File: src/shared/irt_pkg.sv
// constants, register map and types of the infrared timer pair
package irt_pkg;
  // register indices on the plain register port
  localparam logic [3:0] ADDR_NARROW_CTL = 4'h0;
  localparam logic [3:0] ADDR_SHARED_CTL = 4'h1;
  localparam logic [3:0] ADDR_WIDE_CTL = 4'h2;
  localparam logic [3:0] ADDR_NARROW_RLD_HIGH = 4'h3;
  localparam logic [3:0] ADDR_NARROW_RLD_LOW = 4'h4;
  localparam logic [3:0] ADDR_WIDE_RLD_HIGH = 4'h5;
  localparam logic [3:0] ADDR_WIDE_RLD_LOW = 4'h6;
  localparam logic [3:0] ADDR_CAPTURE_HIGH = 4'h7;
  localparam logic [3:0] ADDR_CAPTURE_LOW = 4'h8;
  // bits of the narrow and wide control registers
  localparam int unsigned CTL_ENABLE = 7;
  localparam int unsigned CTL_ONE_SHOT = 6;
  localparam int unsigned CTL_TIMEOUT = 5;
  localparam int unsigned CTL_CAP_IE = 2;
  localparam int unsigned CTL_TOUT_IE = 1;
  // bits of the shared control register
  localparam int unsigned SH_RECEIVE = 7;
  localparam int unsigned SH_EDGE_RISE = 5;
  localparam int unsigned SH_EDGE_FALL = 4;
  localparam int unsigned SH_PP_HI = 3;
  localparam int unsigned SH_PP_LO = 2;
  localparam int unsigned SH_NARROW_INIT = 1;
  localparam int unsigned SH_WIDE_INIT = 0;
  localparam int unsigned SH_RISE_SEEN = 1;
  localparam int unsigned SH_FALL_SEEN = 0;
  localparam logic [1:0] PP_OFF = 2'b00;
  // reset values and counter constants
  localparam logic [7:0] REG_RESET = 8'h00;
  localparam logic [7:0] NARROW_ONE = 8'h01;
  localparam logic [15:0] WIDE_ONE = 16'h0001;
  localparam logic [15:0] WIDE_FULL = 16'hFFFF;
  localparam logic [15:0] WIDE_ZERO = 16'h0000;

  typedef enum logic [1:0] {
    IRT_DM_IDLE = 2'b00,
    IRT_DM_WAIT = 2'b01,
    IRT_DM_COUNT = 2'b11
  } irt_demod_t;

  // reload value chosen by the output level
  function automatic logic [7:0] irt_pick(input logic level, input logic [7:0] high,
                                          input logic [7:0] low);
    irt_pick = level ? high : low;
  endfunction
endpackage

File: src/verilog/irt_timer_top.sv
// infrared timer pair: narrow and wide counters, demodulation, ping-pong
// Notes on behaviour
// - initial count of one is illegal in either counter; software avoids it
// - wide count from zero wraps to FFFFH without a timeout flag
// - demodulation waits for first selected edge, captures, reloads, counts
// - with D6 clear, later edges capture the complemented count
// - each edge capture sets an edge flag; interrupt if capture enable set
// - after a later-edge capture the wide counter reloads FFFFH and counts on
// - with D6 set, edges after the first are ignored
// - with D6 set, narrow timeout captures complemented wide count, no reload, interrupt
// - writing D6 zero then one re-arms one capture-and-reload on next edge
// - demodulation zero reached: continue from FFFFH, set timeout, interrupt
// - enabling either counter starts ping-pong alternation
// - narrow start drives its initial level and loads high or low reload
// - narrow terminal count disables it, starts wide at its initial level
// - wide terminal count stops it and restarts narrow, forever
// - each terminal count interrupts when its own enable bit is set
// - writing 00 to ping-pong select ends ping-pong
// - every restart reloads the initial value
// - ping-pong hardware toggles enables and sets timeout flags
//
// The register addresses and the strobed register port were chosen for this implementation.
module irt_timer_top (
  input wire logic CLK_SYS_IN,
  input wire logic RST_IN,
  input wire logic [3:0] ADDR_IN,
  input wire logic [7:0] WDATA_IN,
  input wire logic WR_IN,
  input wire logic RD_IN,
  input wire logic IR_IN,
  output logic [7:0] RDATA_OUT,
  output logic NARROW_OUTPUT_OUT,
  output logic WIDE_OUTPUT_OUT,
  output logic NARROW_IRQ_OUT,
  output logic WIDE_IRQ_OUT
);
  typedef struct packed {
    logic [7:0] narrow_ctl;
    logic [7:0] shared_ctl;
    logic [7:0] wide_ctl;
    logic [7:0] narrow_reload_high;
    logic [7:0] narrow_reload_low;
    logic [7:0] wide_reload_high;
    logic [7:0] wide_reload_low;
    logic [7:0] capture_high;
    logic [7:0] capture_low;
    logic narrow_output;
    logic wide_output;
    logic narrow_en_q;
    logic wide_en_q;
    logic one_shot_q;
    irt_pkg::irt_demod_t dstate;
    logic [7:0] rdata;
    logic narrow_irq;
    logic wide_irq;
  } irt_state_t;

  irt_state_t s;
  irt_state_t next_s;

  logic [7:0] narrow_cnt;
  logic [15:0] wide_cnt;
  logic edge_rise;
  logic edge_fall;
  logic edge_hit;
  logic demod;
  logic pp;
  logic narrow_start;
  logic wide_start;
  logic narrow_run;
  logic wide_run;
  logic narrow_tc;
  logic wide_tc;
  logic first_hit;
  logic again_hit;
  logic mark_cap;
  logic any_cap;
  logic narrow_load;
  logic wide_load;
  logic [7:0] narrow_load_val;
  logic [15:0] wide_load_val;

  // counters and edge detector
  irt_down_counter #(.W(8)) u_narrow (
    .clk_in(CLK_SYS_IN),
    .rst_in(RST_IN),
    .load_in(narrow_load),
    .load_val_in(narrow_load_val),
    .run_in(narrow_run),
    .cnt_out(narrow_cnt)
  );

  irt_down_counter #(.W(16)) u_wide (
    .clk_in(CLK_SYS_IN),
    .rst_in(RST_IN),
    .load_in(wide_load),
    .load_val_in(wide_load_val),
    .run_in(wide_run),
    .cnt_out(wide_cnt)
  );

  irt_edge_detect u_edge (
    .clk_in(CLK_SYS_IN),
    .rst_in(RST_IN),
    .sig_in(IR_IN),
    .rise_sel_in(s.shared_ctl[irt_pkg::SH_EDGE_RISE]),
    .fall_sel_in(s.shared_ctl[irt_pkg::SH_EDGE_FALL]),
    .rise_out(edge_rise),
    .fall_out(edge_fall),
    .hit_out(edge_hit)
  );

  // mode decode and start detection
  assign demod = s.shared_ctl[irt_pkg::SH_RECEIVE];
  assign pp = ~demod &
              (s.shared_ctl[irt_pkg::SH_PP_HI:irt_pkg::SH_PP_LO] != irt_pkg::PP_OFF);
  assign narrow_start = s.narrow_ctl[irt_pkg::CTL_ENABLE] & ~s.narrow_en_q;
  assign wide_start = ~demod & s.wide_ctl[irt_pkg::CTL_ENABLE] & ~s.wide_en_q;
  assign narrow_run = s.narrow_ctl[irt_pkg::CTL_ENABLE] & ~narrow_start;
  assign wide_run = demod ? (s.dstate == irt_pkg::IRT_DM_COUNT)
                          : (s.wide_ctl[irt_pkg::CTL_ENABLE] & ~wide_start);
  // terminal count as the count steps onto zero; a load from zero wraps silently
  assign narrow_tc = narrow_run & (narrow_cnt == irt_pkg::NARROW_ONE);
  assign wide_tc = wide_run & (wide_cnt == irt_pkg::WIDE_ONE);

  // demodulation capture events
  assign first_hit = demod & s.wide_ctl[irt_pkg::CTL_ENABLE] &
                     (s.dstate == irt_pkg::IRT_DM_WAIT) & edge_hit;
  assign again_hit = demod & (s.dstate == irt_pkg::IRT_DM_COUNT) &
                     ~s.wide_ctl[irt_pkg::CTL_ONE_SHOT] & edge_hit;
  assign mark_cap = demod & (s.dstate == irt_pkg::IRT_DM_COUNT) &
                    s.wide_ctl[irt_pkg::CTL_ONE_SHOT] & narrow_tc;
  assign any_cap = first_hit | again_hit | mark_cap;

  // counter loads: restart, modulo reload, capture reload
  assign narrow_load = narrow_start |
                       (narrow_tc & ~s.narrow_ctl[irt_pkg::CTL_ONE_SHOT] & ~pp);
  assign narrow_load_val = narrow_start ?
    irt_pkg::irt_pick(s.shared_ctl[irt_pkg::SH_NARROW_INIT], s.narrow_reload_high,
                      s.narrow_reload_low) :
    irt_pkg::irt_pick(~s.narrow_output, s.narrow_reload_high,
                      s.narrow_reload_low);
  assign wide_load = wide_start | first_hit | again_hit |
                     (~demod & wide_tc & ~s.wide_ctl[irt_pkg::CTL_ONE_SHOT] & ~pp);
  assign wide_load_val = again_hit ? irt_pkg::WIDE_FULL
                                   : {s.wide_reload_high, s.wide_reload_low};

  // next state: software writes first, hardware events after so sets win
  always_comb begin
    next_s = s;
    next_s.rdata = irt_pkg::REG_RESET;
    next_s.narrow_irq = 1'b0;
    next_s.wide_irq = 1'b0;
    next_s.narrow_en_q = s.narrow_ctl[irt_pkg::CTL_ENABLE];
    next_s.wide_en_q = s.wide_ctl[irt_pkg::CTL_ENABLE];
    next_s.one_shot_q = s.wide_ctl[irt_pkg::CTL_ONE_SHOT];
    if (WR_IN) begin
      unique case (ADDR_IN)
        irt_pkg::ADDR_NARROW_CTL: begin
          next_s.narrow_ctl = WDATA_IN;
          next_s.narrow_ctl[irt_pkg::CTL_TIMEOUT] =
            s.narrow_ctl[irt_pkg::CTL_TIMEOUT] & ~WDATA_IN[irt_pkg::CTL_TIMEOUT];
        end
        irt_pkg::ADDR_SHARED_CTL: begin
          next_s.shared_ctl = WDATA_IN;
          if (WDATA_IN[irt_pkg::SH_RECEIVE]) begin
            next_s.shared_ctl[irt_pkg::SH_RISE_SEEN] =
              s.shared_ctl[irt_pkg::SH_RISE_SEEN] & ~WDATA_IN[irt_pkg::SH_RISE_SEEN];
            next_s.shared_ctl[irt_pkg::SH_FALL_SEEN] =
              s.shared_ctl[irt_pkg::SH_FALL_SEEN] & ~WDATA_IN[irt_pkg::SH_FALL_SEEN];
          end
        end
        irt_pkg::ADDR_WIDE_CTL: begin
          next_s.wide_ctl = WDATA_IN;
          next_s.wide_ctl[irt_pkg::CTL_TIMEOUT] =
            s.wide_ctl[irt_pkg::CTL_TIMEOUT] & ~WDATA_IN[irt_pkg::CTL_TIMEOUT];
        end
        irt_pkg::ADDR_NARROW_RLD_HIGH: next_s.narrow_reload_high = WDATA_IN;
        irt_pkg::ADDR_NARROW_RLD_LOW: next_s.narrow_reload_low = WDATA_IN;
        irt_pkg::ADDR_WIDE_RLD_HIGH: next_s.wide_reload_high = WDATA_IN;
        irt_pkg::ADDR_WIDE_RLD_LOW: next_s.wide_reload_low = WDATA_IN;
        default: ;
      endcase
    end
    // read data for the following cycle only
    if (RD_IN) begin
      unique case (ADDR_IN)
        irt_pkg::ADDR_NARROW_CTL: next_s.rdata = s.narrow_ctl;
        irt_pkg::ADDR_SHARED_CTL: next_s.rdata = s.shared_ctl;
        irt_pkg::ADDR_WIDE_CTL: next_s.rdata = s.wide_ctl;
        irt_pkg::ADDR_NARROW_RLD_HIGH: next_s.rdata = s.narrow_reload_high;
        irt_pkg::ADDR_NARROW_RLD_LOW: next_s.rdata = s.narrow_reload_low;
        irt_pkg::ADDR_WIDE_RLD_HIGH: next_s.rdata = s.wide_reload_high;
        irt_pkg::ADDR_WIDE_RLD_LOW: next_s.rdata = s.wide_reload_low;
        irt_pkg::ADDR_CAPTURE_HIGH: next_s.rdata = s.capture_high;
        irt_pkg::ADDR_CAPTURE_LOW: next_s.rdata = s.capture_low;
        default: next_s.rdata = irt_pkg::REG_RESET;
      endcase
    end
    // narrow counter output and terminal count
    if (narrow_start) begin
      next_s.narrow_output = s.shared_ctl[irt_pkg::SH_NARROW_INIT];
    end else if (narrow_tc) begin
      next_s.narrow_output = ~s.narrow_output;
    end
    if (narrow_tc) begin
      next_s.narrow_ctl[irt_pkg::CTL_TIMEOUT] = 1'b1;
      next_s.narrow_irq = s.narrow_ctl[irt_pkg::CTL_TOUT_IE];
      if (s.narrow_ctl[irt_pkg::CTL_ONE_SHOT] | pp) begin
        next_s.narrow_ctl[irt_pkg::CTL_ENABLE] = 1'b0;
      end
      if (pp) begin
        next_s.wide_ctl[irt_pkg::CTL_ENABLE] = 1'b1;
      end
    end
    // wide counter output and terminal count
    if (wide_start) begin
      next_s.wide_output = s.shared_ctl[irt_pkg::SH_WIDE_INIT];
    end else if (wide_tc & ~demod) begin
      next_s.wide_output = ~s.wide_output;
    end
    if (wide_tc) begin
      next_s.wide_ctl[irt_pkg::CTL_TIMEOUT] = 1'b1;
      next_s.wide_irq = s.wide_ctl[irt_pkg::CTL_TOUT_IE];
      if (~demod & (s.wide_ctl[irt_pkg::CTL_ONE_SHOT] | pp)) begin
        next_s.wide_ctl[irt_pkg::CTL_ENABLE] = 1'b0;
      end
      if (pp) begin
        next_s.narrow_ctl[irt_pkg::CTL_ENABLE] = 1'b1;
      end
    end
    // captures of the complemented wide count
    if (any_cap) begin
      {next_s.capture_high, next_s.capture_low} = ~wide_cnt;
      if (s.wide_ctl[irt_pkg::CTL_CAP_IE]) begin
        next_s.wide_irq = 1'b1;
      end
    end
    if (first_hit | again_hit) begin
      if (edge_rise) begin
        next_s.shared_ctl[irt_pkg::SH_RISE_SEEN] = 1'b1;
      end
      if (edge_fall) begin
        next_s.shared_ctl[irt_pkg::SH_FALL_SEEN] = 1'b1;
      end
    end
    // demodulation sequencing
    if (~demod | ~s.wide_ctl[irt_pkg::CTL_ENABLE]) begin
      next_s.dstate = irt_pkg::IRT_DM_IDLE;
    end else begin
      unique case (s.dstate)
        irt_pkg::IRT_DM_IDLE: next_s.dstate = irt_pkg::IRT_DM_WAIT;
        irt_pkg::IRT_DM_WAIT: begin
          if (first_hit) begin
            next_s.dstate = irt_pkg::IRT_DM_COUNT;
          end
        end
        irt_pkg::IRT_DM_COUNT: begin
          if (s.wide_ctl[irt_pkg::CTL_ONE_SHOT] & ~s.one_shot_q) begin
            next_s.dstate = irt_pkg::IRT_DM_WAIT;
          end
        end
        default: next_s.dstate = irt_pkg::IRT_DM_IDLE;
      endcase
    end
  end

  // state register
  always_ff @(posedge CLK_SYS_IN) begin
    if (RST_IN) begin
      s <= '0;
    end else begin
      s <= next_s;
    end
  end

  assign RDATA_OUT = s.rdata;
  assign NARROW_OUTPUT_OUT = s.narrow_output;
  assign WIDE_OUTPUT_OUT = s.wide_output;
  assign NARROW_IRQ_OUT = s.narrow_irq;
  assign WIDE_IRQ_OUT = s.wide_irq;
endmodule // irt_timer_top

File: src/verilog/irt_down_counter.sv
// loadable down-counter used for both timers
module irt_down_counter #(
  parameter int unsigned W = 8
) (
  input wire logic clk_in,
  input wire logic rst_in,
  input wire logic load_in,
  input wire logic [W-1:0] load_val_in,
  input wire logic run_in,
  output logic [W-1:0] cnt_out
);
  typedef struct packed {
    logic [W-1:0] cnt;
  } irt_cnt_state_t;

  irt_cnt_state_t s;
  irt_cnt_state_t next_s;

  // load beats decrement; zero wraps to all ones
  always_comb begin
    next_s = s;
    if (load_in) begin
      next_s.cnt = load_val_in;
    end else if (run_in) begin
      next_s.cnt = s.cnt - W'(1);
    end
  end

  // state register
  always_ff @(posedge clk_in) begin
    if (rst_in) begin
      s <= '0;
    end else begin
      s <= next_s;
    end
  end

  assign cnt_out = s.cnt;
endmodule // irt_down_counter

File: src/verilog/irt_edge_detect.sv
// edge detector for the carrier input with edge select
module irt_edge_detect (
  input wire logic clk_in,
  input wire logic rst_in,
  input wire logic sig_in,
  input wire logic rise_sel_in,
  input wire logic fall_sel_in,
  output logic rise_out,
  output logic fall_out,
  output logic hit_out
);
  typedef struct packed {
    logic prev;
  } irt_edge_state_t;

  irt_edge_state_t s;
  irt_edge_state_t next_s;

  // remember last input level
  always_comb begin
    next_s = s;
    next_s.prev = sig_in;
  end

  // state register
  always_ff @(posedge clk_in) begin
    if (rst_in) begin
      s <= '0;
    end else begin
      s <= next_s;
    end
  end

  // raw edges, and the hit qualified per select bits
  assign rise_out = sig_in & ~s.prev;
  assign fall_out = ~sig_in & s.prev;
  assign hit_out = (rise_out & rise_sel_in) | (fall_out & fall_sel_in);
endmodule // irt_edge_detect

File: config.mk
export PLATFORM = sky130hd
export DESIGN_NAME = irt_timer_top
export DESIGN_NICKNAME = d
export VERILOG_FILES = /design/src/shared/irt_pkg.sv /design/src/verilog/irt_timer_top.sv /design/src/verilog/irt_down_counter.sv /design/src/verilog/irt_edge_detect.sv
export SDC_FILE = /design/constraint.sdc
export NUM_CORES = 1
export LEC_CHECK = 0
export ABC_AREA = 1
export BUFFER_PORTS_ARGS = -buffer_cell sky130_fd_sc_hd__clkbuf_2
export CAP_MARGIN = 20
export CORE_UTILIZATION = 55
export CTS_CLUSTER_SIZE = 40
export DETAILED_ROUTE_END_ITERATION = 8
export PLACE_DENSITY = 0.83
export SLEW_MARGIN = 0
export SYNTH_ARGS = -nofsm -noshare
export SYNTH_HDL_FRONTEND = slang
export SYNTH_SLANG_ARGS = --single-unit
File: constraint.sdc
create_clock -name CLK_SYS_IN -period 2 [get_ports CLK_SYS_IN]
set_input_delay 0.2 -clock CLK_SYS_IN [delete_from_list [all_inputs] [get_ports CLK_SYS_IN]]
set_output_delay 0.2 -clock CLK_SYS_IN [all_outputs]
set_load 0.02 [all_outputs]
# --- Word-level counts from Yosys, hierarchy flattened ---
# Cells that the tools add are included.
classes:
  n_addsub: 2
  n_eq_ne: 14
  muxes: 42
  bitwise_logic: 61
  n_reduce_logical: 24
ops:
  columns: ["operator", "count"]
  rows:
  - ["$mux 8", 12]
  - ["$pmux 8 s9", 1]
  - ["$mux 56", 1]
  - ["$mux 16", 3]
  - ["$and 1x1->1", 31]
  - ["$mux 1", 20]
  - ["$reduce_and 2->1", 10]
  - ["$not 1->1", 19]
  - ["$reduce_bool 2->1", 9]
  - ["$eq 16x1->1 const B", 1]
  - ["$eq 4x3->1 const B", 4]
  - ["$not 16->16", 1]
  - ["$sub 16x1->16 const B", 1]
  - ["$or 1x1->1", 10]
  - ["$eq 4x2->1 const B", 2]
  - ["$eq 8x1->1 const B", 1]
  - ["$mux 2", 4]
  - ["$sub 8x1->8 const B", 1]
  - ["$pmux 2 s3", 1]
  - ["$reduce_or 2->1", 3]
  - ["$eq 4x1->1 const B", 1]
  - ["$eq 4x4->1 const B", 1]
  - ["$logic_not 4->1", 1]
  - ["$eq 2x1->1 const B", 1]
  - ["4 further kinds", 4]
word_totals:
  regBits: 114
  elab_cells: 169

# --- Longest topological paths before layout ---
depth:
  ltp_word: 12
  ltp_mapped: 14

# --- Cells and area by module ---
# From an unflattened synthesis, not the netlist that was laid out.
hier_totals:
  hier_cells: 859
  area_unflattened_um2: 5987.0
modules_own_cells:
  columns: ["mod", "instances", "cells_each", "area_per_inst_um2"]
  rows:
  - ["irt_timer_top", 1, 614, 4347.9]
  - ["irt_down_counter (u_wide)", 1, 159, 1057.3]
  - ["irt_down_counter (u_narrow)", 1, 77, 529.3]
  - ["irt_edge_detect", 1, 9, 52.6]

# --- Worst setup path before layout ---
# OpenSTA, ideal clock, no wires.
synth_path:
  path_type: "register -> register"
  startpoint: "register u_wide.s, in the netlist u_wide.cnt_out[1]"
  endpoint: "register u_wide.s, in the netlist u_wide.cnt_out[3]"
  setup_ps: 118
  arrival_time_ps: 1432
  required_time_ps: 1882
  slack_ps: 450
  stages_incl_launch_ff: 13
  path_buffers: 1
  synth_period_minus_slack_ps: 1550
  cell_sequence: "dfxtp_1 -> inv_1 -> ha_1 -> nand2_1 -> nor2_1 -> nand2_1 -> nor2_4 -> nand3_4 -> nand2_2 -> buf_6 -> inv_4 -> nor3_1 -> nor2_1"
synth_between:
  elab_chain_cells: 7
  word_cells_on_any_way: 10
  classes_between: "add/sub: 1; eq/ne: 1; mux: 2; bitwise: 5; reduce/logical: 1"
synth_rtl:
  columns: ["item", "line", "rtl"]
  rows:
  - ["from (decl)", "irt_down_counter.sv:16", "irt_cnt_state_t s;"]
  - ["from (signal assigned)", "irt_down_counter.sv:34", "s <= next_s;"]
  - ["$eq 16x1->1", "irt_timer_top.sv:124", "assign wide_tc = wide_run & (wide_cnt == irt_pkg::WIDE_ONE);"]
  - ["$and 1x1->1", "irt_timer_top.sv:124", null]
  - ["$and 1x1->1 (3 in a row)", "irt_timer_top.sv:144", "(~demod & wide_tc & ~s.wide_ctl[irt_pkg::CTL_ONE_SHOT] & ~pp);"]
  - ["$or 1x1->1", "irt_timer_top.sv:143", "assign wide_load = wide_start | first_hit | again_hit |"]
  - ["$mux 16 / $reduce_bool 2->1 (equally long branches)", null, null]
# Parallel ways exist; a longest one is shown, timed or not. The select of a mux whose other input is x is not followed.
# A chain may end at the register's enable or synchronous reset.

# --- Worst setup path in the final report ---
layout_path:
  startpoint: "register s, in the netlist demod"
  endpoint: "register u_wide.s, in the netlist u_wide.cnt_out[14]"
layout_between:
  elab_chain_cells: 12
  word_cells_on_any_way: 24
  classes_between: "mux: 3; bitwise: 20; reduce/logical: 1"
layout_rtl:
  columns: ["item", "line", "rtl"]
  rows:
  - ["from (decl)", "irt_timer_top.sv:58", "irt_state_t s;"]
  - ["from (signal assigned)", "irt_timer_top.sv:273", "s <= next_s;"]
  - ["$not 1->1", "irt_timer_top.sv:115, irt_timer_top.sv:118, irt_timer_top.sv:144", null]
  - ["$and 1x1->1 (2 in a row)", "irt_timer_top.sv:118", "assign wide_start = ~demod & s.wide_ctl[irt_pkg::CTL_ENABLE] & ~s.wide_en_q;"]
  - ["$not 1->1", "irt_timer_top.sv:121", ": (s.wide_ctl[irt_pkg::CTL_ENABLE] & ~wide_start);"]
  - ["$and 1x1->1", "irt_timer_top.sv:121", null]
  - ["$mux 1", "irt_timer_top.sv:120", "assign wide_run = demod ? (s.dstate == irt_pkg::IRT_DM_COUNT)"]
  - ["$and 1x1->1", "irt_timer_top.sv:124", null]
  - ["$and 1x1->1 (3 in a row)", "irt_timer_top.sv:144", null]
  - ["$or 1x1->1", "irt_timer_top.sv:143", null]
  - ["$mux 16 / $reduce_bool 2->1 (equally long branches)", null, null]
# Parallel ways exist; a longest one is shown, timed or not.

==> results.txt <==
Status - finished clean
Max_cap viols - 0
Worst-Margin Slew - 0.591 ns
Placeable Area - 9820 µm²
Number of I/O pins - 29
Dpl cells - 969
Yosys cell types - 37
Final min period - 1.87 ns
Post-Syn Area per Cell - 6.83 µm²
Static Leak - 2.93 nW
Final GP Congestion - 1.02
Num CTS Buffers - 17
I/O Buffers - 28
Post-route insts no fill - 1006
WL/cell - 16.7 µm
Drt first pass iters - 6
Post-route clock period utilization - 93.4%
Post-Place Setup Slack - 0.0522 ns
GRT Util Overall - 33.3%
Crit Path Class - reg2reg
DIE HEIGHT - 103 µm
Slew headroom - 60.5%
Reg area - 2280 µm²
Post-route ant nets - 0
DIE WIDTH - 103 µm
Met1 Resource Use GR - 42.1%
Via density - 5.79
Drc violations - 0
Unrepaired setup endpoints after global routing - false
Synthesized flop and latch total - 114
Crit path capture type - register
Skew-Pair Late Insertion Delay - 0.52 ns
Fmax - 535 MHz
Layout cell share with drive strength beyond 1 - 12.7%
Slowest stage delay, CP - 0.37 ns
Setup crit start kind - register
Setup TNS - 0 ns
Slowest-stage cell, CP - dfxtp_1
Fin Clk Skew - 0.00867 ns
Cells after Synth - 820
Syn_nets - 841
Nets - 881
Routed WL - 16800 µm
Largest net degree at the start of global routing - 50
Initial DRC Count - 604
Final core utilization - 67.8%
Routed vias - 5828
CTS Buffer Depth - 2
Crit path max fanout - 12
Root Driver - clkbuf_8
Global-route wire length before repair - 26400 µm
Area delta synth->final - 18.8%
Power per cell area - 915 nW/µm²
CTS sink count - 114
Syn. warnings - 0
Cell Chain, Critical Path - inv_2, nand3_2, nand2_4, inv_2, nor2_4, nand3_4, buf_4, nand3b_1, nand2_1, a21oi_1
Met2 Use GR - 52.6%
Initial cell density of the core - 57.1%
Most frequent cells in the layout - nand2_1 (142), dfxtp_1 (114), inv_1 (110)
Worst path most repeated cell - inv_2
Final Slew Violations - 0
H-tree depth - 4
Routing usage on met3 - 8.61%
Commonest non-fill, non-tap cell in the layout - nand2_1
# setup viols final - 0
Worst Path Required - 2.44 ns
CTS tree - done
Hold Violations, Final - 0
Grt total ovfl - 0
Vias in the first global route - 5348
Busiest grt layer - met2
Min-Delay Path Class - in2reg
Clk slew on worst S/H paths - 0.06 ns
Post-DP HPWL - 11300 µm
Die area - 10600 µm²
Initial antenna violation count - 0
# rows - 36
Multi-input logic area - 2720 µm²
Sequential share of the synthesized area - 40.7%
Peak VDD IR - 0.640 mV
Final WS setup - 0.131 ns
Cell area after synthesis - 5600 µm²
Antenna diode count - 0
# fillers - 823
Worst path arrival time - 2.31 ns
[final timing paths]
check,start,endpoint,slack [ns],cells past startpoint
min,RST_IN,u_wide.cnt_out[0]$_SDFFE_PP0P_,0.05,2
min reg2reg,s[68]$_SDFFE_PP0P_,s[68]$_SDFFE_PP0P_,0.45,2
max,demod$_SDFFE_PP0P_,u_wide.cnt_out[14]$_SDFFE_PP0P_,0.13,10
max reg2reg,demod$_SDFFE_PP0P_,u_wide.cnt_out[14]$_SDFFE_PP0P_,0.13,10
[critical path, delay by kind of cell, from the launching register on]
kind / cells / cell delay (ns)
flops: 1 / 0.37
buf+inv: 3 / 0.49
compound gates: 1 / 0.15
simple gates: 6 / 0.76
[state kept, by name (all words and copies together), names as in the netlist]
register           cells
WIDE_OUTPUT_OUT        1
next_s                 3
s                     73
demod                  1
u_narrow.cnt_out       8
NARROW_OUTPUT_OUT      1
NARROW_IRQ_OUT         1
u_wide.cnt_out        16
WIDE_IRQ_OUT           1
RDATA_OUT              8
u_edge.s               1
[cells by family (layout without fill, tap and decap cells)]
| group | Yosys count | in the layout | synth area share, % |
|---|---|---|---|
| simple gates | 297 | 298 | 22.9 |
| compound gates | 242 | 242 | 22.9 |
| buf+inv | 156 | 208 | 11.5 |
| flops | 114 | 114 | 40.7 |
| xor+xnor | 7 | 7 | 1.09 |
| fa+ha+maj | 4 | 4 | 0.893 |
[stage by stage]
stage | cell area, µm² | power (W) | hold slack [ns]
final | 6660 | 0.00609 | 0.0539
after global placement | 5920 | 0.00270 | 0.434
after detailed placement | 5920 | 0.00270 | 0.442
after global routing | 6660 | 0.00625 | 0.0537
after CTS | 6590 | 0.00608 | 0.0357
after floorplan | 5600 | 0.00259 | 0.318
[what timing repair did]
action,4_1_cts,5_1_grt
hold endpoints to repair,2,0
hold buffers,1,0
endpoints found under the setup margin,0,20
setup buffers,0,3
gates resized for setup,0,6
[layout make-up]
type / count / share of cell area [%]
clock buffer: 23 / 6.86
clock inverter: 9 / 3.03
inverter: 117 / 6.64
multi-input combinational: 551 / 40.9
sequential: 114 / 34.3
tap: 133 / 2.50
timing repair buffer: 59 / 5.83
[cells in the mapped netlist (all sizes together)]
master,n,share of area [%]
nand4,5,0.56
nand3,44,4.3
ha,4,0.89
a31oi,2,0.22
inv,117,7.9
xor2,4,0.63
dfxtp,114,41
nor3,7,0.63
a22oi,1,0.13
o21ai,113,10
nor4,1,0.11
o22ai,20,2.2
nor2,87,6.3
clkbuf,19,1.3
a221oi,1,0.16
xnor2,3,0.47
nand2,147,10
nand3b,6,0.80
a211oi,2,0.27
a22o,2,0.31
o211ai,4,0.54
o31ai,5,0.67
a21oi,92,8.2
buf,20,2.3
[layer usage]
metal  share of wire (%)  vias to the layer above
met3                  11                       56
met4                 3.7                        0
met1                  40                     2632
met2                  45                      369
met5                   0                        -
li1                    -                     2771
[power breakdown]
group,leakage (nW),internal [W],switching [W]
clock network,0.316,0.00234,0.00107
logic,1.69,0.000110,0.000238
registers,0.921,0.00230,0.0000228
Note: power is estimated with default switching activity, not from simulation.
